[config.mk]
export PLATFORM = sky130hd
export DESIGN_NAME = pbm_regs
export DESIGN_NICKNAME = d
export VERILOG_FILES = /design/src/pbm_pkg.sv /design/src/pbm_latch.sv /design/src/pbm_regs.sv
export SDC_FILE = /design/constraint.sdc
export NUM_CORES = 1
export LEC_CHECK = 0
export BUFFER_PORTS_ARGS = -buffer_cell sky130_fd_sc_hd__buf_2
export CORE_UTILIZATION = 51
export DETAILED_ROUTE_END_ITERATION = 7
export PLACE_DENSITY = 0.79
export SKIP_LAST_GASP = 1
export SLEW_MARGIN = 20
export SYNTH_ARGS = -nofsm -noshare
export SYNTH_HDL_FRONTEND = slang
export SYNTH_HIERARCHICAL = 1
export SYNTH_SLANG_ARGS = --single-unit
[constraint.sdc]
create_clock -name mclk_i -period 2.3 [get_ports mclk_i]
set_input_delay 0.23 -clock mclk_i [delete_from_list [all_inputs] [get_ports mclk_i]]
set_output_delay 0.23 -clock mclk_i [all_outputs]
set_load 0.01 [all_outputs]
[src/pbm_pkg.sv]
package pbm_pkg;

  // ---------------------------------------------------------------
  // Register indexes, seen through the MAC access/data pair
  // ---------------------------------------------------------------
  localparam logic [4:0] IDX_CTRL = 5'h00;
  localparam logic [4:0] IDX_STAT = 5'h01;
  localparam logic [4:0] IDX_ID_HI = 5'h02;
  localparam int IDX_W = 5;
  localparam int DATA_W = 16;

  // ---------------------------------------------------------------
  // Control field positions
  // ---------------------------------------------------------------
  localparam int CTRL_SRST_BIT = 15;
  localparam int CTRL_LOOP_BIT = 14;
  localparam int CTRL_SPEED_BIT = 13;
  localparam int CTRL_AN_EN_BIT = 12;
  localparam int CTRL_PDOWN_BIT = 11;
  localparam int CTRL_RESTART_BIT = 9;
  localparam int CTRL_DUPLEX_BIT = 8;
  localparam int CTRL_COLTEST_BIT = 7;

  // Writable control bits; reserved bits read zero and ignore writes
  localparam logic [15:0] CTRL_RW_MASK = 16'h7B80;
  // Control fields kept over a soft reset (none in this word)
  localparam logic [15:0] CTRL_KEEP_MASK = 16'h0000;
  // Fixed control reset value, strap bits added on top
  localparam logic [15:0] CTRL_RESET = 16'h0000;

  // ---------------------------------------------------------------
  // Status field positions and fixed ability bits
  // ---------------------------------------------------------------
  localparam int STAT_AN_DONE_BIT = 5;
  localparam int STAT_RFAULT_BIT = 4;
  localparam int STAT_LINK_BIT = 2;
  localparam int STAT_JABBER_BIT = 1;
  // T4=0, 100FD/100HD/10FD/10HD=1, AN ability=1, extended=1
  localparam logic [15:0] STAT_FIXED = 16'h7809;

  // ---------------------------------------------------------------
  // Timing
  // ---------------------------------------------------------------
  localparam int CLK_PERIOD_NS = 40;
  localparam int SRST_TIME_NS = 200;
  // Least time, rounded up to whole cycles
  localparam int SRST_CYCLES = (SRST_TIME_NS + CLK_PERIOD_NS - 1) / CLK_PERIOD_NS;

  // ---------------------------------------------------------------
  // Sequencer states
  // ---------------------------------------------------------------
  typedef enum logic [1:0] {
    PBM_IDLE = 2'b01,
    PBM_SRST = 2'b10
  } pbm_state_t;

endpackage

[src/pbm_latch.sv]
// Sticky status cell: latched high or latched low until read
module pbm_latch #(
  parameter bit LATCH_HIGH = 1'b1
) (
  // Clock and reset
  input wire logic mclk_i,
  input wire logic arst_n_i,
  // Control
  input wire logic clr_i,
  input wire logic rd_i,
  input wire logic cond_i,
  // Status
  output logic val_o
);

  logic val_q;
  logic val_d;
  logic held_w;

  // Hold the sticky level; a new event joins the held value
  assign held_w = LATCH_HIGH ? (val_q | cond_i) : (val_q & cond_i);
  // A read re-samples, so an event in the read cycle is not lost
  assign val_d = clr_i ? 1'b0 : (rd_i ? cond_i : held_w);
  assign val_o = val_q;

  // State flop
  always_ff @(posedge mclk_i or negedge arst_n_i)
  begin
    if (!arst_n_i)
      val_q <= 1'b0;
    else
      val_q <= val_d;
  end
endmodule

[src/pbm_regs.sv]
// Notes on behaviour
// - Reached only through MAC access/data pair
// - Target register chosen by decimal index
// - Control bit 15 starts self-clearing soft reset
// - Kept fields survive only the soft reset
// - Control bit 14 selects loopback, resets zero
// - Bit 13 speed, ignored while negotiation enabled
// - Bit 12 enables negotiation, overriding manual bits
// - Speed and negotiation defaults follow strap pin
// - Bit 11 powers down; negotiation may follow
// - Bit 9 restarts negotiation, then self-clears
// - Bit 8 duplex, resets zero, ignored under negotiation
// - Bit 7 enables collision test, resets zero
// - T4 ability reads zero, four abilities one
// - Status bit 5 shows negotiation complete
// - Status bit 4 remote fault, latched high
// - Status bit 3 always reads one
// - Status bit 2 link, latched low
// - Status bit 1 jabber, latched high
// - Status bit 0 always reads one
// - Index 2 reads fixed identifier, read-only
module pbm_regs #(
  parameter logic [15:0] ID_HI_VALUE = 16'h1234, // Arbitrary identifier value
  parameter int SRST_LEN = pbm_pkg::SRST_CYCLES
) (
  // Clock and reset
  input wire logic mclk_i,
  input wire logic arst_n_i,
  // Indirect access from the MAC access/data pair
  input wire logic acc_req_i,
  input wire logic acc_wr_i,
  input wire logic [4:0] acc_idx_i,
  input wire logic [15:0] acc_wdata_i,
  output logic acc_done_o,
  output logic [15:0] acc_rdata_o,
  // Strap and line conditions
  input wire logic speed_strap_i,
  input wire logic link_up_i,
  input wire logic remote_fault_i,
  input wire logic jabber_i,
  input wire logic an_complete_i,
  // Mode outputs to the PHY core
  output logic soft_reset_o,
  output logic loopback_o,
  output logic an_enable_o,
  output logic force_100_o,
  output logic force_full_o,
  output logic power_down_o,
  output logic an_restart_o,
  output logic col_test_o
);

  // ---------------------------------------------------------------
  // Elaboration checks
  // ---------------------------------------------------------------
  if (SRST_LEN < 1 || SRST_LEN > 255)
  begin : g_bad_len
    $error("SRST_LEN must lie in 1..255");
  end

  // ---------------------------------------------------------------
  // Helpers
  // ---------------------------------------------------------------
  // Reset value of the control word for a given strap level
  function automatic logic [15:0] ctrl_default(input logic strap);
    logic [15:0] v;
    v = pbm_pkg::CTRL_RESET;
    v[pbm_pkg::CTRL_SPEED_BIT] = strap;
    v[pbm_pkg::CTRL_AN_EN_BIT] = strap;
    return v;
  endfunction

  // Index match for a request
  function automatic logic idx_is(input logic [4:0] idx, input logic [4:0] want);
    return idx == want;
  endfunction

  // ---------------------------------------------------------------
  // State
  // ---------------------------------------------------------------
  pbm_pkg::pbm_state_t state_q;
  pbm_pkg::pbm_state_t state_d;
  logic [7:0] srst_cnt_q;
  logic [7:0] srst_cnt_d;
  logic init_q;
  logic strap_q;
  logic [15:0] ctrl_q;
  logic [15:0] ctrl_d;
  logic restart_q;
  logic restart_d;

  // ---------------------------------------------------------------
  // Request decode
  // ---------------------------------------------------------------
  logic idle_w;
  logic wr_ctrl_w;
  logic srst_req_w;
  logic ctrl_wr_w;
  logic rd_stat_w;
  logic in_srst_w;
  logic srst_last_w;

  // Writes are refused until the strap is taken and while in soft reset
  assign idle_w = (state_q == pbm_pkg::PBM_IDLE) && init_q;
  assign wr_ctrl_w = acc_req_i && acc_wr_i && idx_is(acc_idx_i, pbm_pkg::IDX_CTRL);
  assign srst_req_w = wr_ctrl_w && idle_w && acc_wdata_i[pbm_pkg::CTRL_SRST_BIT];
  // Other bits of a reset write are dropped, as software is told
  assign ctrl_wr_w = wr_ctrl_w && idle_w && !acc_wdata_i[pbm_pkg::CTRL_SRST_BIT];
  assign rd_stat_w = acc_req_i && !acc_wr_i && idx_is(acc_idx_i, pbm_pkg::IDX_STAT);
  assign in_srst_w = (state_q == pbm_pkg::PBM_SRST);
  assign srst_last_w = in_srst_w && (srst_cnt_q == 8'h01);

  // ---------------------------------------------------------------
  // Soft reset sequencer
  // ---------------------------------------------------------------
  always_comb
  begin
    state_d = state_q;
    srst_cnt_d = srst_cnt_q;
    case (state_q)
      pbm_pkg::PBM_IDLE:
      begin
        if (srst_req_w)
        begin
          state_d = pbm_pkg::PBM_SRST;
          srst_cnt_d = 8'(SRST_LEN);
        end
      end
      pbm_pkg::PBM_SRST:
      begin
        srst_cnt_d = srst_cnt_q - 8'h01;
        if (srst_last_w)
          state_d = pbm_pkg::PBM_IDLE;
      end
      default:
      begin
        state_d = pbm_pkg::PBM_IDLE;
        srst_cnt_d = 8'h00;
      end
    endcase
  end

  // ---------------------------------------------------------------
  // Control word next value
  // ---------------------------------------------------------------
  always_comb
  begin
    ctrl_d = ctrl_q;
    restart_d = 1'b0;
    if (!init_q)
      ctrl_d = ctrl_default(speed_strap_i);
    else if (srst_req_w)
      // Soft reset restores defaults except the kept fields
      ctrl_d = (ctrl_q & pbm_pkg::CTRL_KEEP_MASK)
             | (ctrl_default(strap_q) & ~pbm_pkg::CTRL_KEEP_MASK);
    else if (ctrl_wr_w)
    begin
      ctrl_d = acc_wdata_i & pbm_pkg::CTRL_RW_MASK;
      restart_d = acc_wdata_i[pbm_pkg::CTRL_RESTART_BIT];
    end
    // Restart is a one-cycle request, never held
    ctrl_d[pbm_pkg::CTRL_RESTART_BIT] = restart_d;
  end

  // Sequencer and control flops
  always_ff @(posedge mclk_i or negedge arst_n_i)
  begin
    if (!arst_n_i)
    begin
      state_q <= pbm_pkg::PBM_IDLE;
      srst_cnt_q <= 8'h00;
      init_q <= 1'b0;
      strap_q <= 1'b0;
      ctrl_q <= pbm_pkg::CTRL_RESET;
      restart_q <= 1'b0;
    end
    else
    begin
      state_q <= state_d;
      srst_cnt_q <= srst_cnt_d;
      init_q <= 1'b1;
      ctrl_q <= ctrl_d;
      restart_q <= restart_d;
      // Strap caught once, in the first cycle after release
      if (!init_q)
        strap_q <= speed_strap_i;
    end
  end

  // ---------------------------------------------------------------
  // Latched status cells
  // ---------------------------------------------------------------
  logic rfault_w;
  logic link_w;
  logic jabber_w;

  pbm_latch #(.LATCH_HIGH(1'b1)) u_rfault (
    .mclk_i(mclk_i),
    .arst_n_i(arst_n_i),
    .clr_i(in_srst_w),
    .rd_i(rd_stat_w),
    .cond_i(remote_fault_i),
    .val_o(rfault_w)
  );

  pbm_latch #(.LATCH_HIGH(1'b0)) u_link (
    .mclk_i(mclk_i),
    .arst_n_i(arst_n_i),
    .clr_i(in_srst_w),
    .rd_i(rd_stat_w),
    .cond_i(link_up_i),
    .val_o(link_w)
  );

  pbm_latch #(.LATCH_HIGH(1'b1)) u_jabber (
    .mclk_i(mclk_i),
    .arst_n_i(arst_n_i),
    .clr_i(in_srst_w),
    .rd_i(rd_stat_w),
    .cond_i(jabber_i),
    .val_o(jabber_w)
  );

  // ---------------------------------------------------------------
  // Read data selection
  // ---------------------------------------------------------------
  logic [15:0] ctrl_rd_w;
  logic [15:0] stat_rd_w;
  logic [15:0] rd_sel_w;

  // Reset bit reads one while the soft reset runs
  assign ctrl_rd_w = {in_srst_w, ctrl_q[14:0]};
  // Fixed abilities plus live and latched flags
  assign stat_rd_w = pbm_pkg::STAT_FIXED
                   | (16'(an_complete_i) << pbm_pkg::STAT_AN_DONE_BIT)
                   | (16'(rfault_w) << pbm_pkg::STAT_RFAULT_BIT)
                   | (16'(link_w) << pbm_pkg::STAT_LINK_BIT)
                   | (16'(jabber_w) << pbm_pkg::STAT_JABBER_BIT);
  // Indexes served elsewhere read zero here
  assign rd_sel_w = idx_is(acc_idx_i, pbm_pkg::IDX_CTRL) ? ctrl_rd_w :
                    idx_is(acc_idx_i, pbm_pkg::IDX_STAT) ? stat_rd_w :
                    idx_is(acc_idx_i, pbm_pkg::IDX_ID_HI) ? ID_HI_VALUE : 16'h0000;

  // ---------------------------------------------------------------
  // Outputs, all registered
  // ---------------------------------------------------------------
  // Manual speed and duplex only reach the core with negotiation off
  always_ff @(posedge mclk_i or negedge arst_n_i)
  begin
    if (!arst_n_i)
    begin
      acc_done_o <= 1'b0;
      acc_rdata_o <= 16'h0000;
      soft_reset_o <= 1'b0;
      loopback_o <= 1'b0;
      an_enable_o <= 1'b0;
      force_100_o <= 1'b0;
      force_full_o <= 1'b0;
      power_down_o <= 1'b0;
      an_restart_o <= 1'b0;
      col_test_o <= 1'b0;
    end
    else
    begin
      acc_done_o <= acc_req_i;
      acc_rdata_o <= (acc_req_i && !acc_wr_i) ? rd_sel_w : 16'h0000;
      soft_reset_o <= (state_d == pbm_pkg::PBM_SRST);
      loopback_o <= ctrl_q[pbm_pkg::CTRL_LOOP_BIT];
      an_enable_o <= ctrl_q[pbm_pkg::CTRL_AN_EN_BIT];
      force_100_o <= ctrl_q[pbm_pkg::CTRL_SPEED_BIT] && !ctrl_q[pbm_pkg::CTRL_AN_EN_BIT];
      force_full_o <= ctrl_q[pbm_pkg::CTRL_DUPLEX_BIT] && !ctrl_q[pbm_pkg::CTRL_AN_EN_BIT];
      power_down_o <= ctrl_q[pbm_pkg::CTRL_PDOWN_BIT];
      an_restart_o <= restart_q;
      col_test_o <= ctrl_q[pbm_pkg::CTRL_COLTEST_BIT];
    end
  end
endmodule

[Word-level counts from Yosys, hierarchy flattened]
Cells that the tools add are included.
Storage, ports and cells
  memory bits (writable): 0
  flip-flop bits (word level): 55
  word-level logic and storage cells: 70
  bits in latches: 0
  memories kept: 0
  bits in read-only memories: 0
Operators by class
  multiplexer cells: 21
  order comparisons: 0
  multiply operators: 0
  bitwise gates (word level): 6
  eq/ne operators: 8
  div/mod/pow operators: 0
  shift-type cells: 0
  add/subtract/negate cells: 1
  reductions and logical operators: 15
Operators by type and width (count)
  15-bit 2-to-1 mux: 4
  16-bit 2-to-1 mux: 2
  8-bit one-hot mux with 2 select lines: 1
  15-bit by 2-bit OR with 15-bit output: 1
  15-bit by 3-bit OR with 15-bit output: 1
  15-bit by 5-bit OR with 15-bit output: 1
  13-bit 2-to-1 mux: 1
  1-bit logical AND: 11
  1-bit 2-to-1 mux: 9
  8-bit by 1-bit == test with 1-bit output (second input constant): 1
  8-bit 2-to-1 mux: 1
  8-bit by 1-bit subtractor with 8-bit output (second input constant): 1
  5-bit by 1-bit == test with 1-bit output (second input constant): 1
  5-bit by 2-bit == test with 1-bit output (second input constant): 1
  5-bit logical NOT: 1
  2-bit == test (second input constant): 2
  2-bit 2-to-1 mux: 2
  2-bit one-hot mux with 2 select lines: 1
  1-bit logical NOT: 3
  3-bit by 1-bit inequality test with 1-bit output (second input constant): 1
  2-bit by 1-bit == test with 1-bit output (second input constant): 1
  2-bit inequality test (second input constant): 1
  1-bit OR: 2
  1-bit AND: 1

[Logic depth before layout (Yosys ltp)]
  depth in word-level cells: 7
  gate-level depth with buffers: 8

[Hierarchy]
The synthesis kept the hierarchy.
Modules (own cells, without submodules)
  pbm_regs: sequential area each 1052.3 um^2, area an instance 1771.7 um^2, times used 1, cells each 158
  pbm_latch (u_jabber ...): sequential area each 25.0 um^2, area an instance 43.8 um^2, times used 2, cells each 4
  pbm_latch (u_link): sequential area each 25.0 um^2, area an instance 41.3 um^2, times used 1, cells each 3

[Least setup slack after synthesis]
OpenSTA, ideal clock, no wires.
  path kind: register to register
  from: reg state_q[0]
  to: reg srst_cnt_q[4]
  arrival: 2.048 ns
  library setup time: 0.065 ns
  cell stages (with the launch flop): 8
  required time: 2.235 ns
  period minus slack after synthesis: 2.113 ns
  setup slack: 0.187 ns
  cells stage by stage: dfstp_2 > ha_1 > clkbuf_1 > nand4bb_1 > o31a_1 > buf_2 > or4_1 > nand2_1
Between the ends
  word-level cells in the longest chain between the ends: 5
  elaborated cells between the ends (all ways): 7
RTL lines
  from (decl): RTL line pbm_regs.sv:81  | pbm_pkg::pbm_state_t state_q;
  from (signal assigned): RTL line pbm_regs.sv:170  | state_q <= pbm_pkg::PBM_IDLE;
  from (signal assigned): RTL line pbm_regs.sv:179  | state_q <= state_d;
  2-bit by 1-bit == test with 1-bit output: RTL line pbm_regs.sv:104, pbm_regs.sv:120
  1-bit logical AND: RTL line pbm_regs.sv:104  | assign idle_w = (state_q == pbm_pkg::PBM_IDLE) && init_q;
  1-bit logical AND (2 in a row): RTL line pbm_regs.sv:106  | assign srst_req_w = wr_ctrl_w && idle_w && acc_wdata_i[pbm_pkg::CTRL_SRST_BIT];
  2-bit inequality test (no line)
  to (signal assigned): RTL line pbm_regs.sv:180  | srst_cnt_q <= srst_cnt_d;
  to (decl): RTL line pbm_regs.sv:83  | logic [7:0] srst_cnt_q;
Several ways; a longest one is shown, not always the timed one.
A chain may end at the register's enable or synchronous reset.

[Final worst setup path]
  from: reg state_q[0]
  to: reg srst_cnt_q[6]
Same word-level chain as after synthesis.

==> flow_summary_export.csv <==
group,metric,value,unit
synthesis,netlist_area,1900,sq um
setup_path,critical_path_class,"reg2reg",
placement,io_buffers,46,
sta,clock_skew,0.00744,ns
clocking,root_buffer,"clkbuf_8",
synthesis,yosys.cell_types.count,46,
floorplan,start_util,0.552,
cells_and_area,num_antenna_cells,0,
clocking,insertion_delay,0.30,ns
clocking,clock_sinks,45,
global_route,grt_max_degree,46,
clocking,cts.path.max_buffers,2,
synthesis,synth-edff-count,0,
power,p_total,1.66,mW
global_route,grt_pass1_vias,1414,
cells_and_area,regArea,1130,sq um
sta,finalWorstSetupSlack,0.322,ns
cells_and_area,drive_gt1_frac,0.304,
global_route,grt_pass1_wl,6.24,mm
clocking,cts_tree,"yes",
synthesis,synth.yosys.warnings,6,
outcome,status,"complete, no violations",
floorplan,io_pins,55,
synthesis,synth_top_area_share,0.579,
setup_path,cp_max_fo,10,
cells_and_area,fill_cells,277,
global_route,grt_usage,0.203,
power,ir_worst_vdd,0.386,mV
sta,fin_crit,1.98,ns
setup_path,cp-end-kind,"flip-flop",
synthesis,ys_seq_area_frac,0.593,
clocking,hold_buffers,0,
flow_run,cap_violations,0,
synthesis,synth_seq_cells,45,
route,drtIter0Drc,100,
global_route,antenna_found_initial,0,
power,p_leak,1.18,nW
clocking,clk_pin_slew_worst_paths,0.09,ns
sta,min_period_over_period,0.860,
placement,place_ws,0.331,ns
setup_path,critPathRequiredTime,2.50,ns
sta,finalHoldViolations,0,
sta,setup_tns,0,ns
synthesis,yosys-top-cells-area,"dfrtp_1 58%, ha_1 2.6%, nand2_1 2.4%",
clocking,cts_setup_buffers,0,
floorplan,die_area,3970,sq um
route,wl_per_cell,13.8,um
sta,fmax,505,MHz
synthesis,ys_async_sr_fraction,1.00,
setup_path,start_kind,"flip-flop",
floorplan,die_width,63.0,um
setup_path,arrival,2.18,ns
synthesis,syn-mean-instance-area,11.2,sq um
sta,worst_slew_pin_slew,0.959,ns
sta,setup_viol,0,
sta,maxSlewHeadroom,0.361,
hold_path,hold_path.class,"in2reg",
power,cellPowerDensity,727,nW/um^2
clocking,cts_made_buffers,5,
global_route,grt_overflow,0,
cells_and_area,multi_input_area,697,sq um
cells_and_area,fin_nets,250,
cells_and_area,area_growth,20.1,%
clocking,cts-resized-gates,0,
clocking,htreeDepth,2,
route,ant_nets,0,
synthesis,synth_fp_nets,203,
route,vias_per_cell,5.42,
placement,gp_congestion,0.763,
synthesis,netlist_instances,169,
placement,hpwl,2.57,mm
floorplan,core,3440,sq um
floorplan,die_y,63.0,um
route,vias,1425,
route,drc,0,
route,dr.pass1.iters,4,
floorplan,row_count,21,
sta,slew_violations,0,
route,routed_wl,3.63,mm
synthesis,synthFlopType,"dfrtp_1",
sta,rsz0062_at_grt,"no",
synthesis,synth.largest_area_cell,"dfrtp_1",
==> critical path, cell delays in order, from the launching register on <==
cell	delay, ns
dfstp_2	0.55
ha_1	0.16
nand4bb_1	0.17
o31a_1	0.43
or2_2	0.35
o31ai_1	0.22
==> cell usage in the layout, fill, tap and decap left out, types with 2 or more instances in the layout <==
cell type / n
ha_1: 4
buf_2: 46
a2bb2oi_1: 2
buf_4: 3
clkbuf_8: 5
a311o_1: 2
a21oi_2: 2
dfrtp_1: 44
nand2b_1: 4
and2_1: 4
nor3_1: 4
nor2b_1: 3
nor2_1: 11
a21boi_0: 2
inv_1: 9
a31oi_1: 2
o31ai_1: 2
o21ai_0: 6
conb_1: 2
or2_2: 3
o21a_1: 5
or3_1: 2
a22o_1: 4
nand2_1: 12
nand3_1: 2
nor4b_1: 5
a21oi_1: 6
==> layer usage <==
metal	vias up	global-route usage	wire length (um)
met1	690	0.250	1580
met4	0	0.0872	36
met5	-	0	0
li1	685	-	-
met2	44	0.345	1850
met3	6	0.0383	153
==> sequential cells by signal (all words and copies together), names as in the netlist, 2 cells and up <==
name,cells
ctrl_q,6
state_q,2
srst_cnt_q,8
acc_rdata_o,14
==> metrics by stage <==
stage / utilization / hold WS, ns / cell area, sq um / instances
floorplan: - / -0.0656 / 1900 / 169
global placement: 0.630 / 0.350 / 2170 / 255
detailed placement: 0.630 / 0.356 / 2170 / 255
CTS: 0.663 / 0.0420 / 2280 / 263
global route: 0.663 / 0.0335 / 2280 / 263
finish: 0.663 / 0.0464 / 2280 / 263
==> path summary, 6_finish.rpt <==
path	cells after the start	end	slack (ns)	startpoint
min	1	acc_done_o$_DFF_PN0_	0.05	acc_req_i
max	5	srst_cnt_q[6]$_DFFE_PN0P_	0.32	state_q[0]$_DFF_PN1_
min in group asynchronous	1	acc_rdata_o[3]$_DFF_PN0_	0.08	arst_n_i
max in group asynchronous	1	acc_rdata_o[5]$_DFF_PN0_	1.63	arst_n_i
max reg2reg	5	srst_cnt_q[6]$_DFFE_PN0P_	0.32	state_q[0]$_DFF_PN1_
min reg2reg	0	an_restart_o$_DFF_PN0_	0.40	restart_q$_DFF_PN0_
==> synth_stat cells, types with 3 or more instances <==
master	number
a21oi_1	6
a22o_1	4
and2_1	4
clkbuf_1	5
dfrtp_1	44
ha_1	4
inv_1	9
nand2_1	12
nand2b_1	4
nor2_1	11
nor2b_1	3
nor3_1	4
nor4b_1	5
o21a_1	5
o21ai_0	6
or2_2	3
==> cells by family (layout without fill, tap and decap cells) <==
family / Yosys count / count (layout) / synth area share
buffers and inverters: 18 / 66 / 0.0402
other: 2 / 2 / 0.00395
adders and majority gates: 4 / 4 / 0.0263
muxes: 1 / 1 / 0.00592
AOI/OAI and AO/OA: 40 / 40 / 0.151
and+or+nand+nor: 59 / 59 / 0.180
DFF: 45 / 45 / 0.593
==> report_power, final <==
group	internal, mW	total (mW)	switching, mW
clock	0.325	0.594	0.269
sequential	0.819	0.835	0.0153
combinational	0.101	0.232	0.131
==> layout make-up <==
type	instances	area share
inverter	9	0.0148
sequential	45	0.494
timing repair buffer	49	0.111
clock inverter	3	0.0203
clock buffer	5	0.0301
multi-input combinational	106	0.305
tap	46	0.0252
Power figures use the tool's default switching activity.
